===== src/logic/grc_pkg.sv =====
// Package of constants and types for the gripper command register logic
package grc_pkg;
  // Byte offsets of the command and status spaces
  localparam logic [2:0] OFS_CONTROL = 3'h0;
  localparam logic [2:0] OFS_SPARE1 = 3'h1;
  localparam logic [2:0] OFS_SPARE2 = 3'h2;
  localparam logic [2:0] OFS_TARGET = 3'h3;
  localparam logic [2:0] OFS_RATE = 3'h4;
  localparam logic [2:0] OFS_STRENGTH = 3'h5;
  // Control byte field positions
  localparam int BIT_ACTIVATE = 0;
  localparam int BIT_MOVE = 3;
  localparam int BIT_RELEASE = 4;
  // Reset values of the command bytes
  localparam logic [7:0] RST_CONTROL = 8'h00;
  localparam logic [7:0] RST_TARGET = 8'h00;
  localparam logic [7:0] RST_RATE = 8'h00;
  localparam logic [7:0] RST_STRENGTH = 8'h00;
  // Fault codes
  localparam logic [3:0] FLT_NONE = 4'h0;
  localparam logic [3:0] FLT_NOT_READY = 4'h5;
  localparam logic [3:0] FLT_NO_ACTIVATE = 4'h7;
  localparam logic [3:0] FLT_COMM_BOOT = 4'h9;
  localparam logic [3:0] FLT_RELEASING = 4'hB;
  localparam logic [3:0] FLT_OVERCURRENT = 4'hE;
  localparam logic [3:0] FLT_RELEASED = 4'hF;
  // Activation status and contact codes, bit order as read
  localparam logic [1:0] ACT_IDLE = 2'h0;
  localparam logic [1:0] ACT_BUSY = 2'h1;
  localparam logic [1:0] ACT_DONE = 2'h3;
  localparam logic [1:0] OBJ_MOVING = 2'h0;
  localparam logic [1:0] OBJ_OPEN_STOP = 2'h1;
  localparam logic [1:0] OBJ_CLOSE_STOP = 2'h2;
  localparam logic [1:0] OBJ_AT_TARGET = 2'h3;
  // Motion constants
  localparam logic [7:0] IGNORE_TRAVEL = 8'h08;
  localparam logic [8:0] CURRENT_FLOOR = 9'h020;
  localparam logic [7:0] OVERCURRENT_LEVEL = 8'hFF;
  localparam logic [7:0] RELEASE_RATE = 8'h10;
  localparam logic [7:0] HOMING_RATE = 8'h40;
  // Blink timing
  localparam int CLK_PERIOD_NS = 10;
  localparam int BLINK_HALF_MS = 250;
  localparam int BLINK_HALF_CYCLES = BLINK_HALF_MS * 1000000 / CLK_PERIOD_NS;
  // Sequencer states
  typedef enum logic [2:0] {
    ST_RESET = 3'b000,
    ST_ACTIVATE = 3'b001,
    ST_READY = 3'b010,
    ST_RELEASE = 3'b011,
    ST_MAJOR = 3'b100
  } grc_state_t;
endpackage


===== src/logic/grc_blink_if.sv =====
// Interface carrying the blink phase from the blink generator
interface grc_blink_if;
  logic blinkPhase;
  modport gen (output blinkPhase);
  modport sink (input blinkPhase);
endinterface


===== src/logic/grc_gripper_core.sv =====
// Command interpreter, status memory and indicator logic of the gripper controller
// Notes on behaviour
// RL1: Supply lamp lit steadily when powered, running
// RL2: Network lamp: off, blink unconnected, on connected
// RL3: Fault lamp: off, on minor/boot, blink major
// RL4: Major fault blocks operation until fresh activation
// RL5: Bit 0 is least significant in bytes
// RL6: Six command bytes, six status bytes, from zero
// RL7: Control bit 0 resets or activates gripper
// RL8: Activate first; clearing resets and clears faults
// RL9: Nothing but reset while activation bit low
// RL10: Go bit stops or moves toward target
// RL11: No motion without go, except homing, release
// RL12: Release bit opens slowly to mechanical limits
// RL13: Release completion is fault, motion refused
// RL14: Release outranks all bits but activation
// RL15: Target byte: zero open, all ones closed
// RL16: Rate applies immediately, never starts motion
// RL17: Strength sets current limit; zero is minimum
// RL18: Over-limit current stops fingers, reports contact
// RL19: Current limit ignored for short initial travel
// RL20: Spare command bits written zero, ignored
// RL21: Target echo updates only on accepted command
// RL22: Status bit 0 echoes the activation bit
// RL23: Contact field reports moving, stops, at target
// RL24: Fault 5 early action, 7 without activation
// RL25: Status byte 3 returns last accepted target
module grc_gripper_core import grc_pkg::*; #(
  parameter int BLINK_CYCLES = BLINK_HALF_CYCLES
) (
  // Clock and reset
  input wire logic mclk,
  input wire logic resetn,
  // Shared memory byte port, host side
  input wire logic memWrEn,
  input wire logic memRdEn,
  input wire logic [2:0] memAddr,
  input wire logic [7:0] memWrData,
  output logic [7:0] memRdData,
  output logic memRdValid,
  // Board and network pins
  input wire logic powerGood,
  input wire logic netDetected,
  input wire logic netConnected,
  input wire logic commReady,
  // Actuator feedback pins
  input wire logic [7:0] fingerPos,
  input wire logic [7:0] motorCurrent,
  input wire logic axesAtLimit,
  // Actuator drive
  output logic motorRun,
  output logic motorClose,
  output logic [7:0] motorRate,
  output logic [8:0] currentLimit,
  // Indicator lamps
  output logic ledSupply,
  output logic ledNetwork,
  output logic ledFault
);
  ////////////////////////////////////////////////////////////////////////////
  // Input synchronisers
  localparam int SYNC_W = 20;
  logic [SYNC_W-1:0] pinsRaw;
  logic [SYNC_W-1:0] syncA_r;
  logic [SYNC_W-1:0] syncB_r;
  assign pinsRaw = {powerGood, netDetected, netConnected, commReady,
                    fingerPos, motorCurrent};
  // Two flops per pin bit
  for (genvar i = 0; i < SYNC_W; i++) begin : g_sync
    always_ff @(posedge mclk) begin
      if (!resetn) begin
        syncA_r[i] <= 1'b0;
        syncB_r[i] <= 1'b0;
      end else begin
        syncA_r[i] <= pinsRaw[i];
        syncB_r[i] <= syncA_r[i];
      end
    end
  end
  logic limA_r, limB_r;
  always_ff @(posedge mclk) begin
    if (!resetn) begin
      limA_r <= 1'b0;
      limB_r <= 1'b0;
    end else begin
      limA_r <= axesAtLimit;
      limB_r <= limA_r;
    end
  end
  logic pwrS, netS, connS, commS, limS;
  logic [7:0] posS, curS;
  assign {pwrS, netS, connS, commS, posS, curS} = syncB_r;
  assign limS = limB_r;

  ////////////////////////////////////////////////////////////////////////////
  // Command bytes
  logic [7:0] control_r, target_r, rate_r, strength_r;
  logic actBit, moveBit, releaseBit;
  // Only the documented control bits are used; spare bytes are not stored
  assign actBit = control_r[BIT_ACTIVATE]; // RL5 RL20
  assign moveBit = control_r[BIT_MOVE];
  assign releaseBit = control_r[BIT_RELEASE];

  // Host writes into the command space
  always_ff @(posedge mclk) begin
    if (!resetn) begin
      control_r <= RST_CONTROL;
      target_r <= RST_TARGET;
      rate_r <= RST_RATE;
      strength_r <= RST_STRENGTH;
    end else if (memWrEn) begin
      case (memAddr) // RL6
        OFS_CONTROL: control_r <= memWrData;
        OFS_TARGET: target_r <= memWrData;
        OFS_RATE: rate_r <= memWrData;
        OFS_STRENGTH: strength_r <= memWrData;
        default: ;
      endcase
    end
  end

  ////////////////////////////////////////////////////////////////////////////
  // Sequencer
  grc_state_t state_r;
  logic moving_r, goPrev_r;
  logic [1:0] contact_r;
  logic [3:0] fault_r;
  logic [7:0] echo_r, startPos_r;
  logic [7:0] travel;
  logic accept, pastIgnore, overLimit, atTarget;

  // Strength zero still gives the floor current
  assign currentLimit = CURRENT_FLOOR + {1'b0, strength_r}; // RL17
  assign travel = (posS >= startPos_r) ? posS - startPos_r : startPos_r - posS;
  assign pastIgnore = travel >= IGNORE_TRAVEL; // RL19
  assign overLimit = {1'b0, curS} > currentLimit;
  assign atTarget = posS == echo_r;
  // New command: go bit rising, or target changed while go held
  assign accept = state_r == ST_READY && moveBit && !releaseBit
                  && (!goPrev_r || target_r != echo_r);

  // Go bit history for acceptance
  always_ff @(posedge mclk) begin
    if (!resetn) begin
      goPrev_r <= 1'b0;
    end else begin
      goPrev_r <= moveBit && state_r == ST_READY;
    end
  end

  // State transitions
  always_ff @(posedge mclk) begin
    if (!resetn || !actBit) begin
      state_r <= ST_RESET; // RL8 RL9
    end else begin
      case (state_r)
        ST_RESET: state_r <= ST_ACTIVATE; // RL7
        ST_ACTIVATE: if (limS) state_r <= ST_READY;
        ST_READY: begin
          if (releaseBit) begin
            state_r <= ST_RELEASE; // RL14
          end else if (moving_r && curS >= OVERCURRENT_LEVEL) begin
            state_r <= ST_MAJOR;
          end
        end
        ST_RELEASE: if (limS) state_r <= ST_MAJOR; // RL13
        ST_MAJOR: state_r <= ST_MAJOR; // RL4
        default: state_r <= ST_RESET;
      endcase
    end
  end

  // Fault code register
  always_ff @(posedge mclk) begin
    if (!resetn) begin
      fault_r <= FLT_NONE;
    end else if (!actBit) begin
      fault_r <= (moveBit || releaseBit) ? FLT_NO_ACTIVATE : FLT_NONE; // RL8 RL24
    end else begin
      case (state_r)
        ST_ACTIVATE: if (moveBit || releaseBit) fault_r <= FLT_NOT_READY; // RL24
        ST_READY: begin
          if (releaseBit) begin
            fault_r <= FLT_RELEASING;
          end else if (moving_r && curS >= OVERCURRENT_LEVEL) begin
            fault_r <= FLT_OVERCURRENT;
          end else if (accept) begin
            fault_r <= FLT_NONE;
          end
        end
        ST_RELEASE: fault_r <= limS ? FLT_RELEASED : FLT_RELEASING;
        default: ;
      endcase
    end
  end

  // Motion tracking in the ready state
  always_ff @(posedge mclk) begin
    if (!resetn || state_r != ST_READY || releaseBit || !moveBit) begin
      moving_r <= 1'b0; // RL10 RL11
    end else if (accept) begin
      moving_r <= 1'b1;
    end else if (moving_r && (atTarget || (pastIgnore && overLimit))) begin
      moving_r <= 1'b0; // RL18
    end
  end

  // Contact field and start position
  always_ff @(posedge mclk) begin
    if (!resetn || state_r != ST_READY) begin
      contact_r <= OBJ_MOVING;
      startPos_r <= 8'h00;
    end else if (accept) begin
      contact_r <= OBJ_MOVING;
      startPos_r <= posS;
    end else if (moving_r && atTarget) begin
      contact_r <= OBJ_AT_TARGET; // RL23
    end else if (moving_r && pastIgnore && overLimit) begin
      contact_r <= motorClose ? OBJ_CLOSE_STOP : OBJ_OPEN_STOP; // RL18 RL23
    end
  end

  // Target echo taken only when a command is accepted
  always_ff @(posedge mclk) begin
    if (!resetn) begin
      echo_r <= RST_TARGET;
    end else if (accept) begin
      echo_r <= target_r; // RL21 RL25
    end
  end

  ////////////////////////////////////////////////////////////////////////////
  // Actuator drive
  // Homing and release open the fingers; go moves toward the target
  always_comb begin
    motorRun = 1'b0;
    motorClose = 1'b0;
    motorRate = rate_r; // RL16
    case (state_r)
      ST_ACTIVATE: begin
        motorRun = !limS;
        motorRate = HOMING_RATE;
      end
      ST_RELEASE: begin
        motorRun = !limS; // RL12
        motorRate = RELEASE_RATE;
      end
      ST_READY: begin
        motorRun = moving_r && moveBit && !releaseBit; // RL10 RL11
        motorClose = echo_r > posS; // RL15
      end
      default: ;
    endcase
  end

  ////////////////////////////////////////////////////////////////////////////
  // Status space readback
  logic [1:0] actStatus;
  logic [3:0] faultShown;
  logic [7:0] stateByte;
  assign actStatus = (state_r == ST_READY) ? ACT_DONE :
                     (state_r == ST_ACTIVATE) ? ACT_BUSY : ACT_IDLE;
  assign faultShown = (!commS && fault_r == FLT_NONE) ? FLT_COMM_BOOT : fault_r;
  // Field order: act echo, spares, go echo, activation status, contact
  assign stateByte = {contact_r[1], contact_r[0], actStatus[1], actStatus[0],
                      moveBit && state_r == ST_READY, 2'h0, actBit}; // RL22 RL23

  // Registered read of the status bytes
  always_ff @(posedge mclk) begin
    if (!resetn) begin
      memRdData <= 8'h00;
      memRdValid <= 1'b0;
    end else begin
      memRdValid <= memRdEn;
      if (memRdEn) begin
        case (memAddr) // RL6
          OFS_CONTROL: memRdData <= stateByte;
          OFS_SPARE2: memRdData <= {4'h0, faultShown};
          OFS_TARGET: memRdData <= echo_r; // RL25
          OFS_RATE: memRdData <= posS;
          OFS_STRENGTH: memRdData <= curS;
          default: memRdData <= 8'h00;
        endcase
      end
    end
  end

  ////////////////////////////////////////////////////////////////////////////
  // Indicator lamps
  grc_blink_if blinkBus ();
  grc_blinker #(.HALF_CYCLES(BLINK_CYCLES)) uBlink (
    .mclk(mclk),
    .resetn(resetn),
    .blink(blinkBus)
  );
  logic majorFault, minorFault;
  assign majorFault = state_r == ST_MAJOR;
  assign minorFault = !commS || state_r == ST_RELEASE;

  // Lamp registers
  always_ff @(posedge mclk) begin
    if (!resetn) begin
      ledSupply <= 1'b0;
      ledNetwork <= 1'b0;
      ledFault <= 1'b0;
    end else begin
      ledSupply <= pwrS; // RL1
      ledNetwork <= netS && (connS || blinkBus.blinkPhase); // RL2
      ledFault <= majorFault ? blinkBus.blinkPhase : minorFault; // RL3
    end
  end
endmodule // grc_gripper_core


===== src/logic/grc_blinker.sv =====
// Blink phase generator for the indicator lamps
module grc_blinker import grc_pkg::*; #(
  parameter int HALF_CYCLES = BLINK_HALF_CYCLES
) (
  // Clock and reset
  input wire logic mclk,
  input wire logic resetn,
  // Blink phase out
  grc_blink_if.gen blink
);
  logic [31:0] divCount_r;
  logic phase_r;

  // Divider giving a one-cycle enable at each half period
  always_ff @(posedge mclk) begin
    if (!resetn || divCount_r == 32'(HALF_CYCLES - 1)) begin
      divCount_r <= '0;
    end else begin
      divCount_r <= divCount_r + 32'h1;
    end
  end

  // Phase toggles on each enable
  always_ff @(posedge mclk) begin
    if (!resetn) begin
      phase_r <= 1'b0;
    end else if (divCount_r == 32'(HALF_CYCLES - 1)) begin
      phase_r <= ~phase_r;
    end
  end

  assign blink.blinkPhase = phase_r;
endmodule // grc_blinker


===== config.mk =====
export PLATFORM = sky130hd
export DESIGN_NAME = grc_gripper_core
export DESIGN_NICKNAME = d
export VERILOG_FILES = /design/src/logic/grc_pkg.sv /design/src/logic/grc_blink_if.sv /design/src/logic/grc_gripper_core.sv /design/src/logic/grc_blinker.sv
export SDC_FILE = /design/constraint.sdc
export NUM_CORES = 1
export LEC_CHECK = 0
export BUFFER_PORTS_ARGS = -buffer_cell sky130_fd_sc_hd__buf_4
export CAP_MARGIN = 20
export CORE_MARGIN = 4
export CORE_UTILIZATION = 40
export CTS_CLUSTER_DIAMETER = 200
export DETAILED_ROUTE_END_ITERATION = 10
export GPL_TIMING_DRIVEN = 1
export SETUP_SLACK_MARGIN = 0.1
export SLEW_MARGIN = 20
export SYNTH_ARGS = -nofsm -noshare
export SYNTH_HDL_FRONTEND = slang
export SYNTH_SLANG_ARGS = --single-unit

===== constraint.sdc =====
create_clock -name mclk -period 3 [get_ports mclk]
set_clock_uncertainty 0.05 [all_clocks]
set_input_delay 0.3 -clock mclk [delete_from_list [all_inputs] [get_ports mclk]]
set_output_delay 0.3 -clock mclk [all_outputs]
set_load 0.005 [all_outputs]

==> results.ini <==
[setup_path]
cp-end-kind = flip-flop
worstSetupPathType = reg2reg
required_ns = 3.27
cp_max_fo = 4
critPathArrivalTime_ns = 3.00
startpoint_type = flip-flop

[clock_tree]
insertion_delay_ns = 0.42
cts_tree = done
cts_root_buffer = clkbuf_16
cts.sinks = 141
cts_buffer_depth = 2
path_clk_slew_ns = 0.06
cts_resized = 0
hold_buffers = 0
cts_buffers = 17
cts_setup_buffers = 0
htreeDepth = 4

[pwr]
internal_power_mw = 3.370
ir_drop_mv = 0.3717
power_density_nw_per_um2 = 550.5
total_leakage_power_nw = 3.114
power_switching_mw = 1.015
p_comb_share_pct = 6.9
finalPower_mw = 4.385
pwr-share-seq_pct = 44.3
power.share.clock_pct = 48.8
p_sw_share_pct = 23.15

[route]
drtIter0Drc = 399
wl_um = 16060
drt_first_pass_iters = 5
vias = 5419
wl_per_cell_um = 15.12
route.detailed.drc = 0
vias_per_cell = 5.103
drt.antenna.violating_nets = 0

[die]
ios = 67
core_area_sq_um = 16470
rows = 47
die-area_sq_um = 18860
chipHeight_um = 137.3
fp.dieW_um = 137.3
initial_core_util_pct = 40.63

[global_route]
first_global_vias = 5046
top_usage_layer = met2
grt_usage_pct = 17.60
grt_max_degree = 53
met3_usage_pct = 4.383
grt_antenna_before_repair = 0
use_met1_pct = 23.17
use_met2_pct = 27.47
grt_pass1_wl_um = 25700
overflow = 0

[status]
status = complete, no violations

[sta]
finalSetupTns_ns = 0
holdWs_ns = 0.03309
slew_headroom_pct = 34.34
fmax_mhz = 365.5
report.final.slew_viol_count = 0
setup_viol = 0
hold_viol = 0
fin_crit_sh_pct = 91.20
worst_slew_pin_slew_ns = 0.9712
finalCriticalPeriod_ns = 2.736
rsz0062_at_grt = no

[yosys]
synth_cell_types = 59
synth_most_common_cell = dfxtp_1
synth_commonest_cells = 141 x dfxtp_1, 93 x nand2_1, 69 x nor2_1, 55 x and2_1, 35 x a21oi_1
synth_area_sq_um = 6690
yosysTopAreaCellShare_pct = 42.19
synth-edff-count = 0
ys_seq_elements = 141
netlist_instances = 773
syn_avg_cell_area_sq_um = 8.655
ys_dominant_reg_cell = dfxtp_1
synth_top_cell_by_area = dfxtp_1
netlist_top_cells_area = dfxtp_1 42%, ha_1 6.2%, nand2_1 5.2%, and2_1 5.1%, nor2_1 3.9%
ys_seq_area_share_pct = 42.19
yosysWarnings = 0
async_reset_ff_share_pct = 0
synth_fp_nets = 844

[placement]
dp_hpwl_um = 11800
dpl_cell_area_sq_um = 7366
gp_congestion = 0.8315
io_buffers = 66

[final_layout]
drive_above_1_share_pct = 13.66
final_util_pct = 48.38
syn_to_final_growth_pct = 19.08
antenna_cells = 0
stdcell_area_sq_um = 7966
finalNetCount = 900

[flow_run]
maxCapViolations = 0

[worst_hold_path]
hold_class = in2reg

cell type report:
cell class                      instances  area [sq um]
Sequential cell                       141          2823
Fill cell                            1614          8499
Multi-Input combinational cell        566          3595
Tap cell                              220         275.3
Clock inverter                         12         163.9
Inverter                               30         112.6
Clock buffer                           20         436.7
Timing Repair Buffer                   73         560.5
per-layer routing:
layer | part of all wire (%) | vias up
li1 | - | 2761
met1 | 47 | 2488
met2 | 45 | 137
met3 | 4.9 | 33
met4 | 2.2 | 0
met5 | 0 | -
path summary, 6_finish.rpt:
check,slack (ns),cells after the start,startpoint,end
setup / recovery,0.26,11,posS[0]$_SDFF_PN0_,contact_r[0]$_SDFFE_PP0P_
hold / removal,0.03,2,motorCurrent[3],syncA_r[3]$_SDFF_PN0_
setup reg to reg,0.26,11,posS[0]$_SDFF_PN0_,contact_r[0]$_SDFFE_PP0P_
hold reg to reg,0.38,1,syncA_r[7]$_SDFF_PN0_,curS[7]$_SDFF_PN0_
cell usage in the layout, fill, tap and decap left out, types with 3 or more instances in the layout:
| cell type | netlist | final |
|---|---|---|
| a211oi_1 | 4 | 4 |
| a21boi_0 | 32 | 32 |
| a21o_1 | 4 | 4 |
| a21oi_1 | 35 | 35 |
| a221oi_1 | 3 | 3 |
| a22oi_1 | 10 | 10 |
| and2_1 | 55 | 55 |
| and3_1 | 11 | 11 |
| buf_4 | 5 | 72 |
| bufinv_16 | 0 | 3 |
| clkbuf_1 | 25 | 3 |
| clkbuf_16 | 0 | 17 |
| clkinv_4 | 0 | 4 |
| clkinvlp_4 | 0 | 4 |
| dfxtp_1 | 141 | 141 |
| ha_1 | 33 | 33 |
| inv_1 | 29 | 29 |
| mux2i_1 | 15 | 15 |
| nand2_1 | 93 | 93 |
| nand2b_1 | 8 | 8 |
| nand3_1 | 23 | 23 |
| nand3b_1 | 5 | 5 |
| nand4_1 | 16 | 16 |
| nor2_1 | 69 | 69 |
| nor2b_1 | 21 | 21 |
| nor3_1 | 7 | 7 |
| nor4_1 | 12 | 12 |
| o211ai_1 | 3 | 3 |
| o21a_1 | 3 | 3 |
| o21ai_0 | 19 | 19 |
| o22ai_1 | 6 | 6 |
| xnor2_1 | 14 | 14 |
| xor2_1 | 27 | 27 |
state kept, by name, summed over array words and instances, names as in the netlist, 4 cells and up:
name,cells
curS,8
echo_r,8
fault_r,4
memRdData,8
posS,8
rate_r,8
startPos_r,8
strength_r,8
syncA_r,20
target_r,8
uBlink.divCount_r,32
cells by family after synthesis:
| family | synth area share, % |
|---|---|
| simple gates | 25.83 |
| flops | 42.19 |
| compound gates | 13.35 |
| buf+inv | 4.077 |
| xor+xnor | 5.368 |
| fa+ha+maj | 6.770 |
| mux | 2.412 |
through the flow:
| stage | cells | setup slack (ns) |
|---|---|---|
| detailed placement | 1030 | 0.3122 |
| CTS | 1062 | 0.2867 |
| floorplan | 773 | 0.5633 |
| finish | 1062 | 0.2641 |
| global route | 1062 | 0.1195 |
| global placement | 1030 | 0.3746 |
power by group through the flow:
stage | sequential (mW) | clock, mW | combinational [mW]
floorplan | 1.97 | 0 | 0.196
global placement | 1.98 | 0 | 0.301
detailed placement | 1.98 | 0 | 0.301
CTS | 1.94 | 2.18 | 0.302
global route | 1.95 | 2.27 | 0.336
finish | 1.94 | 2.14 | 0.302
critical path, stage by stage, from the launching register on:
cell and delay, ns:
dfxtp_1 0.37, inv_1 0.08, ha_1 0.23, fa_1 0.36, nand3b_1 0.22, a31oi_1 0.17
a211o_1 0.19, mux2i_1 0.23, xor2_1 0.15, and2_1 0.22, a21boi_0 0.11, o221a_2 0.24
No activity file was read; power rests on OpenSTA's default activity.
